**src/serial_port_pkg.sv**
```systemverilog
// Purpose: Shared constants and types for the three-wire serial port
// Assumes: Single system clock domain
// Notes: Control fields follow the nibble layouts of the control registers
package serial_port_pkg;

  // ----------------------------------------------------------------
  // Control field positions
  // ----------------------------------------------------------------
  localparam int CTL1_RATE_HI_BIT = 3;
  localparam int CTL1_RATE_LO_BIT = 2;
  localparam int CTL1_EDGE_BIT = 1;
  localparam int CTL1_ORDER_BIT = 0;
  localparam int CTL2_START_BIT = 3;
  localparam int CTL2_STATUS_BIT = 2;
  localparam int CTL2_RESYNC_BIT = 0;

  // ----------------------------------------------------------------
  // Reset values and counts
  // ----------------------------------------------------------------
  localparam logic [3:0] CTL1_RESET = 4'h0;
  localparam logic [3:0] CTL2_RESET = 4'h0;
  localparam logic [3:0] NIBBLE_RESET = 4'h0;
  localparam logic [3:0] SHIFT_COUNT = 4'h8;
  localparam logic [1:0] RATE_SLAVE = 2'h0;
  localparam logic [1:0] RATE_QUARTER = 2'h1;
  localparam logic [1:0] RATE_HALF = 2'h2;
  localparam logic [1:0] RATE_FULL = 2'h3;
  localparam int FIFO_DEPTH = 16;
  localparam int BYTE_WIDTH = 8;

  // ----------------------------------------------------------------
  // Types
  // ----------------------------------------------------------------
  typedef struct packed {
    logic [1:0] clock_rate_select;
    logic shift_edge_select;
    logic bit_order_select;
  } ctl1_type;

  typedef struct packed {
    logic start;
    logic status;
    logic rc_osc_off;
    logic output_resync_select;
  } ctl2_type;

  typedef struct packed {
    logic clock_pin_serial_route;
    logic clock_pin_pwm_route;
    logic dataout_pin_serial_route;
    logic dataout_pin_freq_route;
    logic status_pin_serial_route;
  } route_type;

  typedef struct packed {
    logic clock_pin_output_enable;
    logic dataout_pin_output_enable;
    logic status_pin_output_enable;
  } pin_oe_type;

  typedef enum logic [1:0] {
    ST_IDLE = 2'b00,
    ST_SHIFT = 2'b01,
    ST_DONE = 2'b11
  } shift_state_type;

endpackage : serial_port_pkg

```
**src/byte_fifo.sv**
```systemverilog
// Purpose: Parameterised synchronous FIFO with valid/ready on both sides
// Assumes: Single clock, clock enable freezes state
// Notes: Stores received bytes until the consumer drains them
`timescale 1ns/1ps
module byte_fifo #(
  parameter int WIDTH = 8,
  parameter int DEPTH = 16
) (
  // Clock and reset
  input wire logic i_clk,
  input wire logic i_sys_rst,
  input wire logic i_ce,
  // Fill side
  input wire logic i_in_valid,
  output logic o_in_ready,
  input wire logic [WIDTH-1:0] i_in_data,
  // Drain side
  output logic o_out_valid,
  input wire logic i_out_ready,
  output logic [WIDTH-1:0] o_out_data
);
  localparam int AW = $clog2(DEPTH);
  logic [WIDTH-1:0] mem [DEPTH];
  logic [AW-1:0] wr_q;
  logic [AW-1:0] rd_q;
  logic [AW:0] cnt_q;
  logic push;
  logic pop;

  assign o_in_ready = (cnt_q != (AW+1)'(DEPTH));
  assign o_out_valid = (cnt_q != '0);
  assign push = i_ce && i_in_valid && o_in_ready;
  assign pop = i_ce && o_out_valid && i_out_ready;
  assign o_out_data = mem[rd_q];

  always_ff @(posedge i_clk) begin
    if (push) begin
      mem[wr_q] <= i_in_data;
    end
  end

  always_ff @(posedge i_clk or posedge i_sys_rst) begin
    if (i_sys_rst) begin
      wr_q <= '0;
      rd_q <= '0;
      cnt_q <= '0;
    end else begin
      if (push) begin
        wr_q <= wr_q + 1'b1;
      end
      if (pop) begin
        rd_q <= rd_q + 1'b1;
      end
      cnt_q <= cnt_q + (AW+1)'(push) - (AW+1)'(pop);
    end
  end
endmodule : byte_fifo

```
**src/serial_port.sv**
```systemverilog
// Purpose: Three-wire full-duplex 8-bit serial port with pin routing
// Assumes: Pins sampled synchronously to i_clk; writes are one-cycle strobes
// Notes: Received bytes also stream into a 16-word FIFO
// How it works
// - Reset gives slave mode, start/status clear, LSB first, negedge; pin enables follow i_pin_oe.
// - Start set runs exactly eight shifts, in and out together.
// - After the eighth shift raise done request and clear start.
// - Slave ignores pin clock while idle, then uses next eight active edges.
// - Status pin carries start OR status continuously.
// - Master clock comes from one of three prescaler taps.
// - Master drives clock pin only while start; otherwise holds it low.
// - Done flag set once the shift clock is low after the last shift; cleared by any second control write.
// - Done request gated by an interrupt mask bit.
// - Input sampled on rising or falling edge per edge select.
// - Input shifts LSB first or MSB first per order select.
// - Resync off: output changes on shift edge, first bit at start.
// - Resync on: output updates on rising edges, first at first rise.
// - Shift register loaded and read through two nibble registers.
// - Clock pin is output when clock_pin_output_enable is set, in either mode.
// - Clock pin mux: input, shift clock, PWM, or port latch.
// - Data-out mux: port, frequency, serial data, or reset/8kHz/sleep.
// - Both data-out routes set, enable off: drive high under reset strap.
// - Status pin mux: input, ready/select, or port latch.
// - Rate 00 slave, 01 divide by 4, 10 divide by 2, 11 full.
// - First control: rate bits 3:2, edge bit 1, order bit 0.
// - Second control: start bit 3, status bit 2, resync bit 0.
`timescale 1ns/1ps
module serial_port
  import serial_port_pkg::*;
#(
  parameter int FIFO_W = serial_port_pkg::BYTE_WIDTH,
  parameter int FIFO_D = serial_port_pkg::FIFO_DEPTH
) (
  // Clock, reset, enable
  input wire logic i_clk,
  input wire logic i_sys_rst,
  input wire logic i_ce,
  // Register writes and read-back
  input wire logic i_ctl1_we,
  input wire logic i_ctl2_we,
  input wire logic i_low_we,
  input wire logic i_high_we,
  input wire logic [3:0] i_wdata,
  output logic [3:0] o_serial_control_first,
  output logic [3:0] o_serial_control_second,
  output logic [3:0] o_shift_low_nibble,
  output logic [3:0] o_shift_high_nibble,
  // Interrupt
  input wire logic i_irq_mask,
  output logic o_transfer_done_irq,
  output logic o_irq_request,
  // Prescaler taps and other pin sources
  input wire logic i_prescaler_tap_full,
  input wire logic i_prescaler_tap_half,
  input wire logic i_prescaler_tap_quarter,
  input wire logic i_pwm_out,
  input wire logic i_freq_out,
  input wire logic i_clk_8khz,
  input wire logic i_sleep,
  input wire logic i_reset_state,
  input wire logic [3:0] i_port_output_latch,
  input wire serial_port_pkg::route_type i_route,
  input wire serial_port_pkg::pin_oe_type i_pin_oe,
  // Pins: serial in, clock, data out, status
  input wire logic i_serial_in_pin,
  input wire logic i_strap_pa0,
  input wire logic i_strap_pa4,
  input wire logic i_clock_pin,
  output logic o_clock_pin,
  output logic o_clock_pin_oe_n,
  output logic o_dataout_pin,
  output logic o_dataout_pin_oe_n,
  output logic o_status_pin,
  output logic o_status_pin_oe_n,
  // Received byte stream
  output logic o_rx_valid,
  input wire logic i_rx_ready,
  output logic [FIFO_W-1:0] o_rx_data,
  output logic o_rx_overflow
);
  import serial_port_pkg::*;

  // ----------------------------------------------------------------
  // Control registers
  // ----------------------------------------------------------------
  ctl1_type ctl1_q;
  ctl2_type ctl2_q;
  logic [7:0] shreg_q;
  logic [3:0] cnt_q;
  logic done_q;
  logic sout_q;
  logic sclk_q;
  logic ovf_q;
  shift_state_type state_q;

  logic master;
  logic tap_sel;
  logic sclk_src;
  logic rise;
  logic fall;
  logic shift_evt;
  logic last_shift;
  logic last_fall;
  logic [7:0] shreg_shifted;
  logic out_bit;
  logic next_out_bit;
  logic ready_cs;
  logic fifo_in_ready;

  function automatic logic first_bit(input logic [7:0] v, input logic msb);
    first_bit = msb ? v[7] : v[0];
  endfunction : first_bit

  assign master = (ctl1_q.clock_rate_select != RATE_SLAVE);
  assign tap_sel = (ctl1_q.clock_rate_select == RATE_QUARTER)
                   ? i_prescaler_tap_quarter
                   : (ctl1_q.clock_rate_select == RATE_HALF)
                   ? i_prescaler_tap_half
                   : i_prescaler_tap_full;
  // Master clock gated by start; slave clock from the pin
  assign sclk_src = master ? (tap_sel & ctl2_q.start)
                           : i_clock_pin;
  assign rise = sclk_src & ~sclk_q;
  assign fall = ~sclk_src & sclk_q;
  // Idle clock edges are simply dropped
  assign shift_evt = (state_q == ST_SHIFT) &&
                     (ctl1_q.shift_edge_select ? rise : fall);
  assign last_shift = shift_evt && (cnt_q == SHIFT_COUNT - 4'h1);
  assign last_fall = (state_q == ST_DONE) && fall;
  assign shreg_shifted = ctl1_q.bit_order_select
                         ? {shreg_q[6:0], i_serial_in_pin}
                         : {i_serial_in_pin, shreg_q[7:1]};
  assign out_bit = first_bit(shreg_q, ctl1_q.bit_order_select);
  assign next_out_bit = first_bit(shreg_shifted, ctl1_q.bit_order_select);
  assign ready_cs = ctl2_q.start | ctl2_q.status;

  // ----------------------------------------------------------------
  // Register file and shift sequencing
  // ----------------------------------------------------------------
  always_ff @(posedge i_clk or posedge i_sys_rst) begin
    if (i_sys_rst) begin
      ctl1_q <= CTL1_RESET;
      ctl2_q <= CTL2_RESET;
      shreg_q <= {NIBBLE_RESET, NIBBLE_RESET};
      cnt_q <= 4'h0;
      done_q <= 1'b0;
      sclk_q <= 1'b0;
      state_q <= ST_IDLE;
    end else if (i_ce) begin
      sclk_q <= sclk_src;
      if (i_ctl1_we) begin
        ctl1_q <= i_wdata;
      end
      if (i_low_we) begin
        shreg_q[3:0] <= i_wdata;
      end
      if (i_high_we) begin
        shreg_q[7:4] <= i_wdata;
      end
      unique case (state_q)
        ST_IDLE: begin
          cnt_q <= 4'h0;
        end
        ST_SHIFT: begin
          if (shift_evt) begin
            shreg_q <= shreg_shifted;
            cnt_q <= cnt_q + 4'h1;
          end
          if (last_shift) begin
            ctl2_q.start <= 1'b0;
            state_q <= ST_DONE;
          end
        end
        ST_DONE: begin
          // Flag waits only until the shift clock is low after the last shift
          if (last_fall || (fall && ctl1_q.shift_edge_select == 1'b0)
              || !sclk_src) begin
            done_q <= 1'b1;
            state_q <= ST_IDLE;
          end
        end
      endcase
      if (i_ctl2_we) begin
        ctl2_q <= i_wdata;
        done_q <= 1'b0;
        state_q <= i_wdata[CTL2_START_BIT] ? ST_SHIFT : ST_IDLE;
        cnt_q <= 4'h0;
      end
    end
  end

  // ----------------------------------------------------------------
  // Serial output
  // ----------------------------------------------------------------
  always_ff @(posedge i_clk or posedge i_sys_rst) begin
    if (i_sys_rst) begin
      sout_q <= 1'b0;
    end else if (i_ce) begin
      if (i_ctl2_we && i_wdata[CTL2_START_BIT]) begin
        // Mode of the starting write decides, not the old one
        if (!i_wdata[CTL2_RESYNC_BIT]) begin
          sout_q <= out_bit;
        end
      end else if (!ctl2_q.output_resync_select) begin
        if (shift_evt) begin
          sout_q <= next_out_bit;
        end
      end else if (rise && (state_q != ST_IDLE)) begin
        sout_q <= out_bit;
      end
    end
  end

  // ----------------------------------------------------------------
  // Pin multiplexing
  // ----------------------------------------------------------------
  logic clk_out_mux;
  logic [1:0] dout_sel;
  logic dout_strap;
  logic dout_mux;

  assign clk_out_mux = i_route.clock_pin_serial_route
                       ? (master ? sclk_src : 1'b0)
                       : i_route.clock_pin_pwm_route
                       ? i_pwm_out
                       : i_port_output_latch[1];
  assign o_clock_pin = clk_out_mux;
  assign o_clock_pin_oe_n = ~i_pin_oe.clock_pin_output_enable;

  assign dout_sel = {i_route.dataout_pin_serial_route,
                     i_route.dataout_pin_freq_route};
  assign dout_mux = (dout_sel == 2'h0) ? i_port_output_latch[2]
                  : (dout_sel == 2'h1) ? i_freq_out
                  : (dout_sel == 2'h2) ? sout_q
                  : i_reset_state ? 1'b1
                  : i_sleep ? 1'b0
                  : i_clk_8khz;
  assign dout_strap = (dout_sel == 2'h3) && i_reset_state && i_strap_pa0
                      && i_strap_pa4 && !i_clock_pin;
  assign o_dataout_pin = dout_strap ? 1'b1 : dout_mux;
  assign o_dataout_pin_oe_n = ~(i_pin_oe.dataout_pin_output_enable
                                | dout_strap);

  assign o_status_pin = i_route.status_pin_serial_route ? ready_cs
                        : i_port_output_latch[3];
  assign o_status_pin_oe_n = ~i_pin_oe.status_pin_output_enable;

  // ----------------------------------------------------------------
  // Read-back and interrupt
  // ----------------------------------------------------------------
  assign o_serial_control_first = ctl1_q;
  assign o_serial_control_second = ctl2_q;
  assign o_shift_low_nibble = shreg_q[3:0];
  assign o_shift_high_nibble = shreg_q[7:4];
  assign o_transfer_done_irq = done_q;
  assign o_irq_request = done_q & i_irq_mask;

  // ----------------------------------------------------------------
  // Received byte stream
  // ----------------------------------------------------------------
  // Bytes lost to a full FIFO are flagged, never block the link
  always_ff @(posedge i_clk or posedge i_sys_rst) begin
    if (i_sys_rst) begin
      ovf_q <= 1'b0;
    end else if (i_ce) begin
      if (last_shift && !fifo_in_ready) begin
        ovf_q <= 1'b1;
      end else if (i_ctl2_we) begin
        ovf_q <= 1'b0;
      end
    end
  end
  assign o_rx_overflow = ovf_q;

  byte_fifo #(
    .WIDTH(FIFO_W),
    .DEPTH(FIFO_D)
  ) u_rx_fifo (
    .i_clk(i_clk),
    .i_sys_rst(i_sys_rst),
    .i_ce(i_ce),
    .i_in_valid(last_shift),
    .o_in_ready(fifo_in_ready),
    .i_in_data(shreg_shifted[FIFO_W-1:0]),
    .o_out_valid(o_rx_valid),
    .i_out_ready(i_rx_ready),
    .o_out_data(o_rx_data)
  );
endmodule : serial_port

```
**config.mk**
```make
export PLATFORM = sky130hd
export DESIGN_NAME = serial_port
export DESIGN_NICKNAME = d
export VERILOG_FILES = /design/src/serial_port_pkg.sv /design/src/byte_fifo.sv /design/src/serial_port.sv
export SDC_FILE = /design/constraint.sdc
export NUM_CORES = 1
export LEC_CHECK = 0
export ABC_AREA = 1
export BUFFER_PORTS_ARGS = -buffer_cell sky130_fd_sc_hd__buf_4
export CAP_MARGIN = 10
export CELL_PAD_IN_SITES_DETAIL_PLACEMENT = 1
export CELL_PAD_IN_SITES_GLOBAL_PLACEMENT = 2
export CORE_ASPECT_RATIO = 0.5
export CORE_MARGIN = 4
export CORE_UTILIZATION = 39
export DETAILED_ROUTE_END_ITERATION = 16
export PLACE_DENSITY_LB_ADDON = 0.3
export REMOVE_ABC_BUFFERS = 1
export SYNTH_ARGS = -nofsm -noshare
export SYNTH_HDL_FRONTEND = slang
export SYNTH_SLANG_ARGS = --single-unit
```
**constraint.sdc**
```tcl
create_clock -name i_clk -period 3.1 [get_ports i_clk]
set_input_delay 0.62 -clock i_clk [delete_from_list [all_inputs] [get_ports i_clk]]
set_output_delay 0.62 -clock i_clk [all_outputs]
set_load 0.02 [all_outputs]
```
* Word-level counts from Yosys, hierarchy flattened
Memories as Yosys holds them, arrays and structs flattened. Cells that the tools add are included.
Word-level totals: flip-flop bits (word level) 39, bits in writable memories 128, output and inout port bits 34, memories 1
Operators by class: $add $sub $neg 5, eq/ne operators 14, multiplexer cells 44, bitwise gates (word level) 12, reductions and logical operators 41
Memories:
- u_rx_fifo.mem | depth 16, width 8, read ports 1, clocked after Yosys merged registers in 0, write ports 1, line byte_fifo.sv:23 | logic [WIDTH-1:0] mem [DEPTH];
Operator list (count):
- 1-bit two-way mux | 31
- 8-bit two-way mux | 3
- 4-bit two-way mux | 5
- 1-bit logical AND | 15
- 2-bit nonzero test | 7
- 4-bit by 1-bit adder with 4-bit output (second input constant) | 3
- 3-bit AND reduction | 3
- 3-bit nonzero test | 3
- 2-bit == test (second input constant) | 4
- 4-bit one-hot mux with 2 select lines | 1
- 4-bit AND reduction | 2
- 2-bit by 1-bit == test with 1-bit output (second input constant) | 3
- 2-bit two-way mux | 3
- 3-bit inequality test (second input constant) | 2
- 1-bit NOT | 6
- 2-bit AND reduction | 3
- 5-bit by 1-bit adder with 5-bit output | 1
- 5-bit inequality test (second input constant) | 1
- 5-bit nonzero test | 1
- 5-bit by 1-bit subtractor with 5-bit output | 1
- 1-bit AND | 4
- 4-bit by 3-bit == test with 1-bit output (second input constant) | 1
- 2-bit zero test | 2
- 2-bit one-hot mux with 2 select lines | 1
- other kinds (6) | 10

* Logic depth before layout (Yosys ltp)
depth in word-level cells 14, gate-level depth with buffers 17, gate-level depth less buffers 17

* Cells and area by module
Synthesis repeated with hierarchy kept, for this count alone.
Unflattened totals: cell total of the unflattened synthesis 884, area total of the unflattened synthesis 8175.3 sq um
Modules (own cells, without submodules):
- byte_fifo | times used 1, cells each 619, area each 6368.6 sq um
- serial_port | times used 1, cells each 265, area each 1806.7 sq um

* Least setup slack after synthesis
OpenSTA, ideal clock, no wires.
kind register to register, from register u_rx_fifo.cnt_q[3], to register u_rx_fifo.cnt_q[4], setup time 0.079 ns, arrival 2.486 ns, slack 0.535 ns, cell stages (with the launch flop) 14, cell sequence dfrtp_1 -> inv_1 -> ha_1 -> nand4_1 -> nand3_1 -> inv_1 -> ha_1 -> inv_1 -> ha_1 -> fa_1 -> a21oi_1 -> nor2_1 -> nor2_1 -> xor2_1
Between the ends: cells in the longest elaborated chain, start to end 4, elaborated cells on any way between the ends 7, classes of those cells add/sub: 2; eq/ne: 1; reduce/logical: 4
RTL lines:
- start: declaration | line byte_fifo.sv:26 | logic [AW:0] cnt_q;
- start signal: assignment | line byte_fifo.sv:54 | cnt_q <= cnt_q + (AW+1)'(push) - (AW+1)'(pop);
- 5-bit nonzero test | line byte_fifo.sv:31 | assign o_out_valid = (cnt_q != '0);
- named net o_rx_valid | line serial_port.sv:76 | output logic o_rx_valid,
- 1-bit logical AND (2 in a row) | line byte_fifo.sv:33 | assign pop = i_ce && o_out_valid && i_out_ready;
- named net u_rx_fifo.pop | line byte_fifo.sv:28 | logic pop;
- 5-bit by 1-bit subtractor with 5-bit output | line byte_fifo.sv:54
The timed path passes the listed nets, and every way through them passes these cells. A chain may end at the register's enable or synchronous reset.

* Final worst setup path
from register u_rx_fifo.rd_q[0], to output port o_rx_data[2]
Between the ends: cells in the longest elaborated chain, start to end 1
RTL lines:
- start: declaration | line byte_fifo.sv:25 | logic [AW-1:0] rd_q;
- start signal: assignment | line byte_fifo.sv:52 | rd_q <= rd_q + 1'b1;
- memory 16 x 8 bit
- end: declaration | line serial_port.sv:78 | output logic [FIFO_W-1:0] o_rx_data,
Every way passes these cells.

==> flow_summary.toml <==
[outcome]
outcome = "finished clean"

[flow_run]
max-cap-violations = 0

[setup_path]
arrival_ns = 2.05
crit_family = "compound AO/OA/AOI/OAI gates"
slowest_delay_ns = 0.39
crit_buf_inv = 3
cp.required_ns = 2.48
path_cells = "clkinv_1 -> buf_12 -> o21ai_0 -> o22ai_1 -> o211ai_1 -> nand2_1 -> buf_4"
crit_path_top_delay_cell = "dfrtp_2"
end_kind = "output port"
cp-start-kind = "flop"
path_max_fanout = 65
critical_path_class = "reg2out"

[timing]
slew_violations = 0
fmax_mhz = 374.2
period_needed_ns = 2.672
slew_headroom_pct = 43.57
hold_viol = 0
worst_pin_slew_ns = 0.8413
setup_tns_ns = 0
worst_clock_skew_ns = 0.01061
rsz0062_at_grt = "no"
setup_viol = 0
hold_ws_ns = 0.2681
finalCritPeriodShare_pct = 86.20

[finish]
layout.nets = 827
syn_to_final_growth_pct = 20.30
final_cell_area_sq_um = 9017
drive_gt1_share_pct = 18.00
num_antenna_cells = 0
utilization_pct = 48.45

[die]
pin_count = 71
design.die.area_sq_um = 21640
core_sq_um = 18610
die_w_microns = 204.1
std_cell_rows = 35
start_util_pct = 40.28
dieHeight_microns = 106.0

[drt]
drt-initial-drc-count = 324
final_antenna_net_count = 0
vias = 5484
drt-total-wl_microns = 20020
post_drt_wl_per_cell_microns = 19.10
dr.pass1.iters = 5
drc = 0
viasPerCell = 5.233

[logic_synthesis]
synth-seq-cells = 167
netlist_instances = 694
synth.avg_cell_area_sq_um = 10.80
synth_top_area_cell = "edfxtp_1"
synth.area.top_cells = "edfxtp_1, dfrtp_1, o21ai_0"
ys_seq_area_share_pct = 64.30
synth_cell_types = 33
ys.warnings.count = 0
synth_top_cell_area_share_pct = 51.28
synth_area_sq_um = 7496

[clocking]
clockBufferDepth = 2
cts.sinks = 167
numCtsBuffers = 17
cts_resized = 0
htree_levels = 4
postCtsHoldBufs = 0
path_clk_slew_ns = 0.07
cts-root-buf = "clkbuf_16"
post_cts_buffers = 0
clkLatencyLatePin_ns = 0.42
cts_tree = "done"

[power_and_ir_drop]
powerDensity_nw_per_um2 = 824.2
ir_drop_v = 0.0003546
total_power_w = 0.007432
leakage_nw = 3.645

[placement]
gp_congestion = 0.7574
io_buffers = 69
placed_cell_area_sq_um = 8439
dp_hpwl_microns = 13050

[global_route]
grt_overflow = 0
grt_max_degree = 67
grt_pass1_vias = 5895
grtUsageTotal_pct = 19.38
antenna_found_initial = 0
grt_pass1_wl_microns = 32560

[hold_path]
hold_class = "in2async"
-- worst paths after layout --
| check | startpoint | to | slack (ns) | cells after the start |
|---|---|---|---|---|
| worst max-delay path | u_rx_fifo.rd_q[0] | o_rx_data[2] | 0.43 | 7 |
| worst min-delay path | i_sys_rst | state_q[1] | 0.27 | 2 |
| worst max register to register | u_rx_fifo.cnt_q[2] | u_rx_fifo.cnt_q[4] | 0.53 | 13 |
| worst min register to register | o_rx_overflow | o_rx_overflow | 0.49 | 2 |
| max in group asynchronous | i_sys_rst | shreg_q[1] | 2.13 | 3 |
| min in group i_clk | i_wdata[3] | o_serial_control_second[3] | 0.45 | 3 |
-- cells in the final DEF (no fill, tap or decap), drive strengths merged, types with 10 or more instances in the layout --
| master | synthesis | final |
|---|---|---|
| buf | 9 | 95 |
| clkbuf | 22 | 17 |
| dfrtp | 39 | 39 |
| edfxtp | 128 | 128 |
| ha | 12 | 12 |
| inv | 61 | 67 |
| nand2 | 100 | 100 |
| nand3 | 37 | 37 |
| nor2 | 102 | 102 |
| o211ai | 12 | 12 |
| o21ai | 106 | 106 |
| o221ai | 22 | 22 |
| o22ai | 10 | 10 |
-- cells by family after synthesis --
family,count (synthesis),synth area share (%)
buffers and inverters,93,4.874
adders and majority gates,13,2.270
muxes,1,0.1335
DFF,167,64.30
AOI/OAI and AO/OA,161,12.47
xor gates and xnor gates,12,1.402
and+or+nand+nor,247,14.56
-- flip-flops by register name, indices dropped and copies added (netlist names) --
| signal | cells |
|---|---|
| sclk_q | 1 |
| state_q | 2 |
| o_serial_control_second | 4 |
| u_rx_fifo.wr_q | 4 |
| u_rx_fifo.rd_q | 4 |
| u_rx_fifo.mem | 128 |
| cnt_q | 4 |
| u_rx_fifo.cnt_q | 5 |
| o_rx_overflow | 1 |
| sout_q | 1 |
| o_serial_control_first | 4 |
| o_transfer_done_irq | 1 |
| shreg_q | 8 |
-- Yosys cell counts --
cell	number
nor2_1	101
edfxtp_1	128
o22ai_1	10
clkbuf_1	22
nand3_4	1
dfrtp_1	39
nand2_1	90
o211ai_1	12
xor2_1	9
a31oi_1	1
nand2_2	4
xnor2_1	3
buf_2	7
nand2_4	6
o21ai_0	103
o221ai_1	22
fa_1	1
nand3_1	34
nor2_8	1
mux2i_1	1
nand4_1	6
a211oi_1	1
buf_6	1
ha_1	12
a21oi_1	9
o21ai_1	3
inv_1	60
nor3b_1	1
inv_2	1
clkinv_1	1
and3b_1	1
buf_1	1
nand3_2	2
-- stage by stage --
step                      std cells  setup slack (ns)
after detailed placement       1017            0.3232
after global placement         1017            0.3893
after CTS                      1048            0.4132
final                          1048            0.4278
after floorplan                 663           -0.3277
after global routing           1048            0.2574
-- worst reg2reg max path, delay by kind of cell (launching register included) --
family                   cells  cell delay [ns]
adder cells (fa/ha/maj)      4             1.12
AND/OR/NAND/NOR              4             0.43
flip-flops                   1             0.39
buffers and inverters        3             0.26
AO/OA/AOI/OAI                1             0.17
XOR/XNOR                     1             0.15
-- where the power goes --
group / internal, W / switching, W
combinational: 0.000867 / 0.00173
clock: 0.00108 / 0.000995
sequential: 0.00265 / 0.000117
total: 0.00459 / 0.00284
-- cell type report --
cell class / count / area (sq um)
fillers: 2007 / 9594
clock inverters: 14 / 152.6
multi-input cells: 434 / 2311
repair buffers: 95 / 750.7
clock buffers: 17 / 425.4
inverters: 62 / 232.7
well taps: 259 / 324.1
flip-flops and latches: 167 / 4821
-- per-layer routing --
metal / global-route usage (%) / vias up / wire length [microns]
met5: 0 / - / 0
met4: 4.587 / 0 / 134
met3: 4.419 / 9 / 988
met2: 32.78 / 127 / 9925
met1: 25.68 / 2748 / 8970
li1: - / 2600 / -
No activity file was read; power rests on OpenSTA's default activity.
